<file path="src/verilog/sabt_map.vh">
// Register map, field positions and timing counts of the arbiter bit timer.
`ifndef SABT_MAP_VH
`define SABT_MAP_VH
`define SABT_ADDR_CTL 3'h0
`define SABT_ADDR_DAT 3'h1
`define SABT_ADDR_CFG 3'h2
`define SABT_ADDR_IST 3'h3
`define SABT_ADDR_IMSK 3'h4
`define SABT_CTL_DONE 0
`define SABT_CTL_RUN 1
`define SABT_CTL_OVF 2
`define SABT_CTL_MSB 3
`define SABT_CTL_ACLK 4
`define SABT_CTL_LOST 5
`define SABT_CTL_MLO 6
`define SABT_CTL_MHI 7
`define SABT_MODE_IDLE 2'h0
`define SABT_MODE_MEAS 2'h1
`define SABT_MODE_ARB 2'h2
`define SABT_SAMPLE_BUS 9'h038
`define SABT_SAMPLE_PRE 9'h008
`define SABT_BUS_DIV 2'h3
`define SABT_CFG_RESET 8'h00
`endif

</file>
<file path="src/verilog/sabt_timer.v">
// Arbiter bit timer with an Avalon-MM register slave and interrupt.
`timescale 1ns/1ns
`include "sabt_map.vh"

// How it works
// - Nine-bit counter plus separate overflow bit.
// - Mode field selects idle, measure, arbitrate, reserved.
// - Reset clears both mode bits to idle.
// - Lost flag cleared by zero upper mode bit.
// - Clock select picks half prescaler or bus/4.
// - Prescaler source is bus or crystal clock.
// - Done flag set at end, write clears.
// - Running flag shows counter activity.
// - Overflow flag set on wrap, write clears.
// - Mode zero resets and holds the counter.
// - Counter top bit readable, write clears.
// - Bus-clock measure runs falling edge to falling.
// - Prescaler measure runs low level to rising.
// - Arbitration samples receive line, loses, forces high.
// - Low counter byte readable, control write clears.
module sabt_timer (
  input wire core_clk_i,
  input wire rst_b_i,
  input wire [2:0] avs_address_i,
  input wire avs_read_i,
  input wire avs_write_i,
  input wire [31:0] avs_writedata_i,
  output reg [31:0] avs_readdata_o,
  output reg avs_waitrequest_o,
  input wire rx_line_i,
  input wire tx_serial_i,
  input wire xtal_clk_i,
  output reg tx_pin_o,
  output reg irq_o
);

  // One-hot counter states: idle waits for a start condition, wait
  // parks the arbitration counter until the next transmit rise, and
  // run counts ticks.
  localparam ST_IDLE = 3'h1;
  localparam ST_WAIT = 3'h2;
  localparam ST_RUN = 3'h4;

  // Two-flop synchronisers for the receive line and the crystal clock,
  // each followed by one delay flop for edge detection.
  reg [1:0] rx_sync_r;
  reg [1:0] xt_sync_r;
  reg rx_d_r;
  reg xt_d_r;
  reg tx_d_r;
  // Control fields and the flags that hardware sets.
  reg [1:0] mode_r;
  reg aclk_r;
  reg lost_r;
  reg done_r;
  reg ovf_r;
  // Nine-bit bit-time counter; its carry sets the overflow flag.
  reg [8:0] cnt_r;
  reg [2:0] st_r;
  // Configuration byte: prescaler source and divisor.
  reg [7:0] cfg_r;
  reg [1:0] bus_div_r;
  reg [7:0] pre_cnt_r;
  reg pre_half_r;
  reg sampled_r;
  // Interrupt status and mask, and the accept phase of the bus.
  reg [3:0] ist_r;
  reg [3:0] imsk_r;
  reg ack_r;

  // Edge detectors work on the synchronised receive line and crystal clock and on the raw transmit input. The
  // delay flops reset to the idle level of each input, so leaving
  // reset never looks like an edge.
  wire rx_s = rx_sync_r[1];
  wire rx_fall = rx_d_r & ~rx_s;
  wire rx_rise = ~rx_d_r & rx_s;
  wire tx_rise = tx_serial_i & ~tx_d_r;
  wire xt_rise = xt_sync_r[1] & ~xt_d_r;
  // Prescaler source: bus clock tick or crystal edge, config bit 0.
  wire pre_src = cfg_r[0] ? xt_rise : 1'b1;
  // Prescaler divisor is config bits 7:1 plus one.
  wire pre_out = pre_src & (pre_cnt_r == {1'b0, cfg_r[7:1]});
  // Counter tick: bus/4 or half the prescaler output.
  wire tick = aclk_r ? (pre_out & pre_half_r) : (bus_div_r == `SABT_BUS_DIV);
  // A write takes effect only in the accept cycle, when ack_r is high,
  // so a request held over the wait cycle is applied exactly once.
  wire ctl_wr = avs_write_i & ack_r & (avs_address_i == `SABT_ADDR_CTL);
  wire ist_wr = avs_write_i & ack_r & (avs_address_i == `SABT_ADDR_IST);
  wire running = (st_r == ST_RUN);
  wire [8:0] smp = aclk_r ? `SABT_SAMPLE_PRE : `SABT_SAMPLE_BUS;
  wire [9:0] cnt_inc = {1'b0, cnt_r} + 10'h001;
  // Overflow is the carry out of the nine-bit counter on a tick.
  wire wrap = running & tick & cnt_inc[9];
  // A measurement ends on the edge that matches its clock: falling for
  // the bus clock, rising for the prescaler clock.
  wire fin_meas = (mode_r == `SABT_MODE_MEAS) & running &
                  (aclk_r ? rx_rise : rx_fall);
  // The receive line is sampled once per transmit rise, on the tick at
  // which the counter stands at its sample point.
  wire lose = (mode_r == `SABT_MODE_ARB) & running & tick &
              ~sampled_r & (cnt_r == smp) & ~rx_s;
  // Control byte as software reads it.
  wire [7:0] ctl_val = {mode_r, lost_r, aclk_r, cnt_r[8], ovf_r,
                        running, done_r};
  // Read data for the current address, registered in the bus block.
  reg [7:0] rd_nxt;

  // Synchronise the receive line and the crystal clock.
  always @(posedge core_clk_i) begin
    if (!rst_b_i) begin
      rx_sync_r <= 2'h3;
      xt_sync_r <= 2'h0;
      rx_d_r <= 1'b1;
      xt_d_r <= 1'b0;
      tx_d_r <= 1'b1; // Transmit idles high, so no edge follows reset.
    end else begin
      rx_sync_r <= {rx_sync_r[0], rx_line_i};
      xt_sync_r <= {xt_sync_r[0], xtal_clk_i};
      rx_d_r <= rx_s;
      xt_d_r <= xt_sync_r[1];
      tx_d_r <= tx_serial_i;
    end
  end

  // Clock dividers feeding the counter tick; the baud generator is
  // elsewhere, this only derives the arbiter rate.
  // The prescaler counts source pulses up to the configured divisor;
  // its half-rate flip gates the counter tick.
  always @(posedge core_clk_i) begin
    if (!rst_b_i) begin
      bus_div_r <= 2'h0;
      pre_cnt_r <= 8'h00;
      pre_half_r <= 1'b0;
    end else begin
      bus_div_r <= bus_div_r + 2'h1;
      if (pre_out) begin
        pre_cnt_r <= 8'h00;
        pre_half_r <= ~pre_half_r;
      end else if (pre_src) begin
        pre_cnt_r <= pre_cnt_r + 8'h01;
      end
    end
  end

  // Control register fields and the lost flag.
  always @(posedge core_clk_i) begin
    if (!rst_b_i) begin
      mode_r <= `SABT_MODE_IDLE;
      aclk_r <= 1'b0;
      lost_r <= 1'b0;
      cfg_r <= `SABT_CFG_RESET;
    end else begin
      // Mode and clock select are the only writable control bits.
      if (ctl_wr) begin
        mode_r <= avs_writedata_i[`SABT_CTL_MHI:`SABT_CTL_MLO];
        aclk_r <= avs_writedata_i[`SABT_CTL_ACLK];
      end
      if (avs_write_i & ack_r & (avs_address_i == `SABT_ADDR_CFG))
        cfg_r <= avs_writedata_i[7:0];
      // Setting wins over a clearing write in the same cycle.
      if (lose)
        lost_r <= 1'b1;
      else if (ctl_wr & ~avs_writedata_i[`SABT_CTL_MHI])
        lost_r <= 1'b0;
    end
  end

  // Counter state machine for measurement and arbitration.
  always @(posedge core_clk_i) begin
    if (!rst_b_i) begin
      st_r <= ST_IDLE;
      cnt_r <= 9'h000;
      ovf_r <= 1'b0;
      done_r <= 1'b0;
      sampled_r <= 1'b0;
    end else begin
      // Control writes clear the flags, but hardware events win.
      if (fin_meas)
        done_r <= 1'b1;
      else if (ctl_wr)
        done_r <= 1'b0;
      if (wrap)
        ovf_r <= 1'b1;
      else if (ctl_wr)
        ovf_r <= 1'b0;
      // Any control write restarts the counter, so software always begins
      // from a clean count in the newly written mode.
      if (ctl_wr) begin
        cnt_r <= 9'h000;
        st_r <= ST_IDLE;
        sampled_r <= 1'b0;
      end else begin
        case (mode_r)
          // After a finished measurement the counter stays idle until the
          // next control write, so the result cannot be overwritten.
          `SABT_MODE_MEAS: begin
            case (st_r)
              ST_IDLE: begin
                if (done_r)
                  st_r <= ST_IDLE;
                else if (aclk_r ? ~rx_s : rx_fall)
                  st_r <= ST_RUN;
                else
                  st_r <= ST_IDLE;
              end
              ST_RUN: begin
                if (fin_meas)
                  st_r <= ST_IDLE;
                else if (tick)
                  cnt_r <= cnt_inc[8:0];
              end
              default: st_r <= ST_IDLE;
            endcase
          end
          // Arbitration restarts on every transmit rise. A transmit low
          // before the sample point parks the counter until the next rise.
          `SABT_MODE_ARB: begin
            if (tx_rise) begin
              cnt_r <= 9'h000;
              st_r <= ST_RUN;
              sampled_r <= 1'b0;
            end else if (running & ~tx_serial_i & ~sampled_r) begin
              cnt_r <= 9'h000;
              st_r <= ST_WAIT;
            end else if (running & tick) begin
              cnt_r <= cnt_inc[8:0];
              if (cnt_r == smp)
                sampled_r <= 1'b1;
            end
          end
          // Idle and the reserved code hold the counter cleared.
          default: begin
            cnt_r <= 9'h000;
            st_r <= ST_IDLE;
            sampled_r <= 1'b0;
          end
        endcase
      end
    end
  end

  // Transmit pin is forced high while arbitration is lost.
  // The pin is registered; lose is ORed in beside the flag so that the
  // first forced cycle is not one clock late.
  always @(posedge core_clk_i) begin
    if (!rst_b_i)
      tx_pin_o <= 1'b1;
    else
      tx_pin_o <= tx_serial_i | lost_r | lose;
  end

  // Sticky interrupt status: done, overflow, lost; write one to clear.
  // Bit 3 is spare and reads zero; a set wins over a clearing write.
  always @(posedge core_clk_i) begin
    if (!rst_b_i) begin
      ist_r <= 4'h0;
      imsk_r <= 4'h0;
      irq_o <= 1'b0;
    end else begin
      ist_r <= ({1'b0, lose, wrap, fin_meas}) |
               (ist_r & ~(ist_wr ? avs_writedata_i[3:0] : 4'h0));
      if (avs_write_i & ack_r & (avs_address_i == `SABT_ADDR_IMSK))
        imsk_r <= avs_writedata_i[3:0];
      irq_o <= |(ist_r & imsk_r);
    end
  end

  // Read data selection.
  // Unmapped addresses read zero.
  always @* begin
    rd_nxt = 8'h00;
    if (avs_address_i == `SABT_ADDR_CTL)
      rd_nxt = ctl_val;
    else if (avs_address_i == `SABT_ADDR_DAT)
      rd_nxt = cnt_r[7:0];
    else if (avs_address_i == `SABT_ADDR_CFG)
      rd_nxt = cfg_r;
    else if (avs_address_i == `SABT_ADDR_IST)
      rd_nxt = {4'h0, ist_r};
    else if (avs_address_i == `SABT_ADDR_IMSK)
      rd_nxt = {4'h0, imsk_r};
    else
      rd_nxt = 8'h00;
  end

  // Avalon slave: one wait cycle, then accept for one cycle.
  // Read data is captured in the wait cycle and stands at the edge where
  // waitrequest is low, which is when the master takes it.
  always @(posedge core_clk_i) begin
    if (!rst_b_i) begin
      ack_r <= 1'b0;
      avs_waitrequest_o <= 1'b1;
      avs_readdata_o <= 32'h00000000;
    end else begin
      ack_r <= (avs_read_i | avs_write_i) & ~ack_r;
      avs_waitrequest_o <= ~((avs_read_i | avs_write_i) & ~ack_r);
      if (avs_read_i & ~ack_r)
        avs_readdata_o <= {24'h000000, rd_nxt};
    end
  end

endmodule
</file>
<file path="config.mk">
export PLATFORM = sky130hd
export DESIGN_NAME = sabt_timer
export DESIGN_NICKNAME = d
export VERILOG_FILES = /design/src/verilog/sabt_timer.v
export VERILOG_INCLUDE_DIRS = /design/src /design/src/verilog
export SDC_FILE = /design/constraint.sdc
export NUM_CORES = 1
export LEC_CHECK = 0
export ABC_CLOCK_PERIOD_IN_PS = 1800
export BUFFER_PORTS_ARGS = -buffer_cell sky130_fd_sc_hd__buf_2
export CAP_MARGIN = 15
export CORE_MARGIN = 1
export CORE_UTILIZATION = 25
export DETAILED_ROUTE_END_ITERATION = 12
export PLACE_DENSITY = 0.53
export SLEW_MARGIN = 20
export SYNTH_ARGS = -nofsm -noshare
export SYNTH_HDL_FRONTEND = slang
export SYNTH_SLANG_ARGS = --single-unit
export TNS_END_PERCENT = 1
</file>
<file path="constraint.sdc">
create_clock -name core_clk_i -period 1.8 [get_ports core_clk_i]
set_input_delay 0.09 -clock core_clk_i [delete_from_list [all_inputs] [get_ports core_clk_i]]
set_output_delay 0.09 -clock core_clk_i [all_outputs]
set_load 0.02 [all_outputs]
</file>
==> results of run 1 <==
[routing by layer]
layer | global-route usage | up-vias | share of wire
met2 | 0.208 | 66 | 0.46
li1 | - | 1402 | -
met1 | 0.161 | 1333 | 0.49
met3 | 0.0285 | 12 | 0.037
met4 | 0.0417 | 0 | 0.015
met5 | 0 | - | 0
[placed cells by master (no fill, tap or decap), types with 4 or more instances in the layout]
| cell | count |
|---|---|
| xnor2_1 | 6 |
| a22oi_1 | 6 |
| nor2b_1 | 26 |
| o21a_1 | 4 |
| nor3b_1 | 4 |
| nand4_1 | 5 |
| mux2i_1 | 23 |
| nand2b_1 | 7 |
| a32o_2 | 7 |
| a21boi_0 | 4 |
| buf_4 | 43 |
| nand3_1 | 11 |
| nor2_1 | 23 |
| xor2_1 | 9 |
| dfxtp_1 | 62 |
| buf_2 | 28 |
| nand2_1 | 33 |
| o211ai_1 | 5 |
| clkbuf_16 | 9 |
| ha_1 | 5 |
| and2_1 | 6 |
| inv_1 | 9 |
| conb_1 | 24 |
| nor3_1 | 4 |
| o21ai_0 | 11 |
| a21oi_1 | 9 |
[final cells by class]
type	instances	area (µm²)
clock buffer	9	225
sequential	65	1310
inverter	9	33.8
tap	176	220
clock inverter	7	95.1
multi-input combinational	279	1920
timing repair buffer	74	493
fill	1420	8950
[sequential cells by signal, summed over array words and instances, names as in the netlist, 2 cells and up]
name / cells
pre_cnt_r: 8
rx_sync_r: 2
xt_sync_r: 2
ist_r: 4
avs_readdata_o: 8
cnt_r: 9
imsk_r: 4
st_r: 3
mode_r: 2
bus_div_r: 2
cfg_r: 8
[logic make-up after synthesis]
kind of cell,Yosys count,share of synthesized area
flops,65,0.384
buf+inv,48,0.0895
fa+ha+maj,6,0.0222
mux,25,0.0813
simple gates,142,0.228
xor+xnor,15,0.0388
other cells,1,0.00111
compound gates,67,0.154
[per-stage QoR]
stage                     cell area [µm²]  utilization  setup TNS, ns  power (mW)
after global placement               3870        0.292          -1.49        1.79
final                                4290        0.324         -0.736        3.62
after CTS                            4270        0.322          -1.00        3.66
after global routing                 4290        0.324          -1.67        3.75
after detailed placement             3870        0.292          -2.20        1.79
after floorplan                      3470            -         -0.669        1.74
[worst reg2reg max path, cell delays in order, from the launching register on]
cell and delay (ns):
dfxtp_1 0.35, or3b_4 0.46, or2_4 0.29, o211ai_4 0.28
o211ai_1 0.15, a32o_2 0.26
[report_power, final]
| group | internal, mW | switching (mW) |
|---|---|---|
| Clock | 1.21 | 0.648 |
| Sequential | 1.47 | 0.0171 |
| Combinational | 0.102 | 0.177 |
| Total | 2.78 | 0.842 |
[worst min path at each step]
stage / start / endpoint / slack (ns) / depth (start not counted)
6_report: avs_writedata_i[5] / cfg_r[5] / 0.02 / 3
5_1_grt: avs_read_i / ack_r / 0.04 / 2
4_1_cts: avs_writedata_i[5] / cfg_r[5] / 0.02 / 3
3_5_place_dp: rx_line_i / rx_sync_r[0] / 0.30 / 2
3_3_place_gp: rx_line_i / rx_sync_r[0] / 0.29 / 2
2_1_floorplan: avs_writedata_i[3] / ist_r[3] / 0.18 / 1
[what timing repair did]
action                                 CTS  global route
endpoints found under the hold margin    3             0
setup buffers                            2             0
hold buffers                             3             0
setup endpoints to repair               14            25
pin swaps                               16             6
resized for setup                        8             7
==> results.json, run 1 <==
{
  "status": "complete, but fails checks",
  "violations": "setup timing",
  "antenna_found_initial": 0,
  "clkSinkCount": 65,
  "cts_tree": "done",
  "die_y_um": 118,
  "setup_viol_count_final": 10,
  "post-route-period-util": 1.05,
  "dp_hpwl_um": 6370,
  "rr_endpoint": "cnt_r[7]",
  "slew_viol_final": 0,
  "drive_above_1_share": 0.262,
  "die-area_mm2": 0.0140,
  "setup_slack_ns": -0.0967,
  "ant_nets": 0,
  "grt_max_degree": 27,
  "worst-path-stages": 5,
  "gp_congestion": 0.853,
  "grt_pass1_vias": 2703,
  "yosysWarningCount": 0,
  "pin_count": 77,
  "r2r_cells": 5,
  "crit_buf_inv": 0,
  "area_delta_synth_final_pct": 26.8,
  "cp-start-kind": "flip-flop",
  "first_iter_violations": 135,
  "clock_latency_ns": 0.33,
  "power_density_mw_per_mm2": 844,
  "core_mm2": 0.0132,
  "clk_pin_slew_ns": 0.06,
  "slowest_delay_ns": 0.46,
  "ys_types": 58,
  "synthTopCellsByCount": "dfxtp_1 (65), nand2_1 (33), nor2b_1 (26), buf_4 (25)",
  "crit_fanout": 8,
  "wl_per_cell_um": 13.6,
  "fmax_mhz": 527,
  "min_period_ns": 1.90,
  "h-tree-depth": 3,
  "antennaDiodeCount": 0,
  "num_vias": 2813,
  "startpoint": "st_r[1]",
  "ys_seq_area_frac": 0.384,
  "dp_slack_ns": -0.226,
  "cp_top_family": "simple AND/OR/NAND/NOR gates",
  "cts_buffers": 9,
  "final_cells": 619,
  "yosys.area.top_type_share": 0.384,
  "hold_viol": 0,
  "finClkSkew_ns": 0.00780,
  "portBuffers": 28,
  "crit_path_end_kind": "flip-flop",
  "drt_pass1_iterations": 4,
  "synth_edf_count": 0,
  "ys_seq_elements": 65,
  "r2r_slack_ns": -0.1,
  "rows": 42,
  "grt_usage": 0.126,
  "syn_inst": 369,
  "yosysTopAreaCell": "dfxtp_1",
  "clk_root_buffer_cell": "clkbuf_16",
  "setup.worst_path.end": "cnt_r[7]",
  "clock_path_buffers": 2,
  "crit_type": "reg -> reg",
  "rsz0062_at_grt": "true",
  "grt_overflow": 0,
  "synth_ff_type": "dfxtp_1",
  "drc_errors": 0,
  "worstHoldPathType": "in -> reg",
  "r2r_start": "st_r[1]",
  "start_util": 0.256,
  "synthTopCellsByArea": "dfxtp_1 (38%), mux2i_1 (6.8%), buf_4 (5.5%)",
  "slowest_stage": "or3b_4",
  "routed_wl_um": 8410,
  "final_nets": 486,
  "die_x_um": 118,
  "cap_violations": 0,
  "worst_hold_slack_ns": 0.0240,
  "dp_cells": 598,
  "path_cells": "or3b_4 -> or2_4 -> o211ai_4 -> o211ai_1 -> a32o_2",
  "avgSynthCellArea_um2": 9.17,
  "leakage_nw": 1.73,
  "crit_arrival_ns": 2.11,
  "viasPerCell": 4.54,
  "grt_pass1_wl_um": 13800,
  "synth_most_common_cell": "dfxtp_1",
  "required_ns": 2.02,
  "syn_area_mm2": 0.00338,
  "synthArstFlopShare": 0,
  "ir_worst_vdd_mv": 0.468
}
(Power assumes the default switching activity.)
==> run 2, diff against run 1 <==
ABC_AREA = 1   (was not set)
CORE_ASPECT_RATIO = 1.25   (was not set)
==> results.json, run 2 <==
{
  "grt_max_degree": 30,
  "antennaDiodeCount": 0,
  "clk_pin_slew_ns": 0.05,
  "slew_headroom": 0.647,
  "yosysTopAreaCell": "dfxtp_1",
  "final_nets": 555,
  "gp_congestion": 0.861,
  "cp-start-kind": "flip-flop",
  "hold_viol": 0,
  "worst_pin_slew_ns": 0.528,
  "grt_pass1_wl_um": 13100,
  "portBuffers": 28,
  "synth_most_common_cell": "nand2_1",
  "drc_errors": 0,
  "die-area_mm2": 0.0134,
  "wl_per_cell_um": 12.3,
  "largest_reg_flops": 9,
  "min_period_ns": 1.70,
  "synth_edf_count": 0,
  "ir_worst_vdd_mv": 0.338,
  "syn_inst": 455,
  "finClkSkew_ns": 0.00919,
  "clock_latency_ns": 0.34,
  "dp_cells": 657,
  "num_vias": 2993,
  "hp-start": "avs_writedata_i[1]",
  "clock_path_buffers": 2,
  "core_mm2": 0.0127,
  "grt_pass1_vias": 2751,
  "area_delta_synth_final_pct": 25.4,
  "cts_tree": "done",
  "drt_pass1_iterations": 4,
  "design_area_mm2": 0.00405,
  "drive_above_1_share": 0.180,
  "pin_count": 77,
  "setup_slack_ns": 0.0967,
  "final_core_util": 0.320,
  "crit_arrival_ns": 1.93,
  "cap_violations": 0,
  "rsz0062_at_grt": "true",
  "required_ns": 2.02,
  "yosysWarningCount": 0,
  "grt_usage": 0.126,
  "grt_overflow": 0,
  "synthArstFlopShare": 0,
  "syn_area_mm2": 0.00323,
  "crit_fanout": 12,
  "final_cells": 679,
  "clkSinkCount": 65,
  "dp_hpwl_um": 6350,
  "ys_types": 33,
  "r2r_start": "pre_cnt_r[1]",
  "status": "finished, final reports clean",
  "start_util": 0.255,
  "power_density_mw_per_mm2": 932,
  "avgSynthCellArea_um2": 7.11,
  "h-tree-depth": 3,
  "synth_ff_type": "dfxtp_1",
  "startpoint": "pre_cnt_r[1]",
  "mostFrequentLayoutCell": "nand2_1",
  "viasPerCell": 4.41,
  "die_y_um": 129,
  "synthTopCellsByArea": "dfxtp_1 (40%), nand2_1 (9.9%), inv_1 (7.0%)",
  "r2r_slack_ns": 0.1,
  "post-route-period-util": 0.946,
  "dp_slack_ns": 0.0330,
  "worstHoldPathType": "in -> reg",
  "die_x_um": 104,
  "crit_path_end_kind": "flip-flop",
  "dpl_cell_area_mm2": 0.00357,
  "cts_buffers": 9,
  "ant_nets": 0,
  "slew_viol_final": 0,
  "regMostFlops": "cnt_r",
  "fin_setup_tns_ns": 0,
  "ys_seq_area_frac": 0.402,
  "yosys.area.top_type_share": 0.402,
  "clk_root_buffer_cell": "clkbuf_16",
  "first_iter_violations": 170,
  "rows": 46,
  "fmax_mhz": 587,
  "leakage_nw": 1.79,
  "ys_seq_elements": 65,
  "setup_viol_count_final": 0,
  "routed_wl_um": 8360,
  "final_cell_mix": "nand2_1 (82), dfxtp_1 (60), inv_1 (57)",
  "antenna_found_initial": 0,
  "crit_type": "reg -> reg",
  "synthTopCellsByCount": "nand2_1 (85), dfxtp_1 (65), inv_1 (60), nor2_1 (54), a21oi_1 (43)"
}
## run 2: changes by cell type in the layout (fill, tap and decap cells not counted), sizes merged, moves of 18 or more
cell / previous run / this run
nand2: 33 / 89
inv: 9 / 61
a21oi: 9 / 43
nor2: 23 / 55
nor2b: 26 / 0
buf: 71 / 46
mux2i: 23 / 0
o21ai: 13 / 31
## run 2: critical path: stages (launching register included)
cell,delay [ns]
dfxtp_4,0.36
inv_2,0.04
nand2_1,0.04
nand2_1,0.05
nor2_2,0.11
nand2_1,0.06
nor2_2,0.16
nand3_2,0.12
nand2_2,0.12
nand3_2,0.11
nand2_4,0.11
buf_12,0.13
nand3_2,0.07
nand2_2,0.06
nor2_2,0.04
## run 2: repair_timing
action,CTS,global route
endpoints found under the hold margin,4,0
endpoints found under the setup margin,0,14
hold buffers,4,0
setup buffers,0,2
gates resized for setup,0,23
## run 2: power breakdown
| group | switching [mW] | internal [mW] | total (mW) |
|---|---|---|---|
| combinational | 0.221 | 0.102 | 0.322 |
| sequential | 0.0265 | 1.49 | 1.51 |
| clock | 0.628 | 1.32 | 1.95 |
| total | 0.875 | 2.90 | 3.78 |
## run 2: final timing paths
| path | end | cells past startpoint |
|---|---|---|
| worst max-delay path | cnt_r[7] | 14 |
| worst max register to register | cnt_r[7] | 14 |
| worst min-delay path | cfg_r[1] | 3 |
| worst min register to register | xt_sync_r[1] | 2 |
## run 2: logic make-up (layout without fill, tap and decap cells)
logic type      Yosys count  in the layout  share of synthesized area
compound gates           90             90                      0.155
other cells               1             24                    0.00116
flops                    65             65                      0.402
simple gates            192            192                      0.257
fa+ha+maj                 6              6                     0.0232
xor+xnor                  7              7                     0.0190
buf+inv                  94            127                      0.142
## run 2: stage by stage
step,power [mW],hold slack [ns]
after global routing,3.92,0.0542
after detailed placement,1.85,0.281
after global placement,1.84,0.281
after floorplan,1.79,0.188
final,3.78,0.0380
after CTS,3.81,0.0345
## run 2: per-layer routing
layer,track usage,share of wire
met4,0.0714,0.034
met1,0.137,0.42
met5,0,0
met2,0.226,0.51
met3,0.0322,0.038
## run 2: layout make-up
class	instances	area, µm²
fill	1388	8610
clock inverter	2	60.1
tap	168	210
sequential	65	1310
multi-input combinational	319	1610
inverter	61	229
timing repair buffer	51	365
clock buffer	13	270
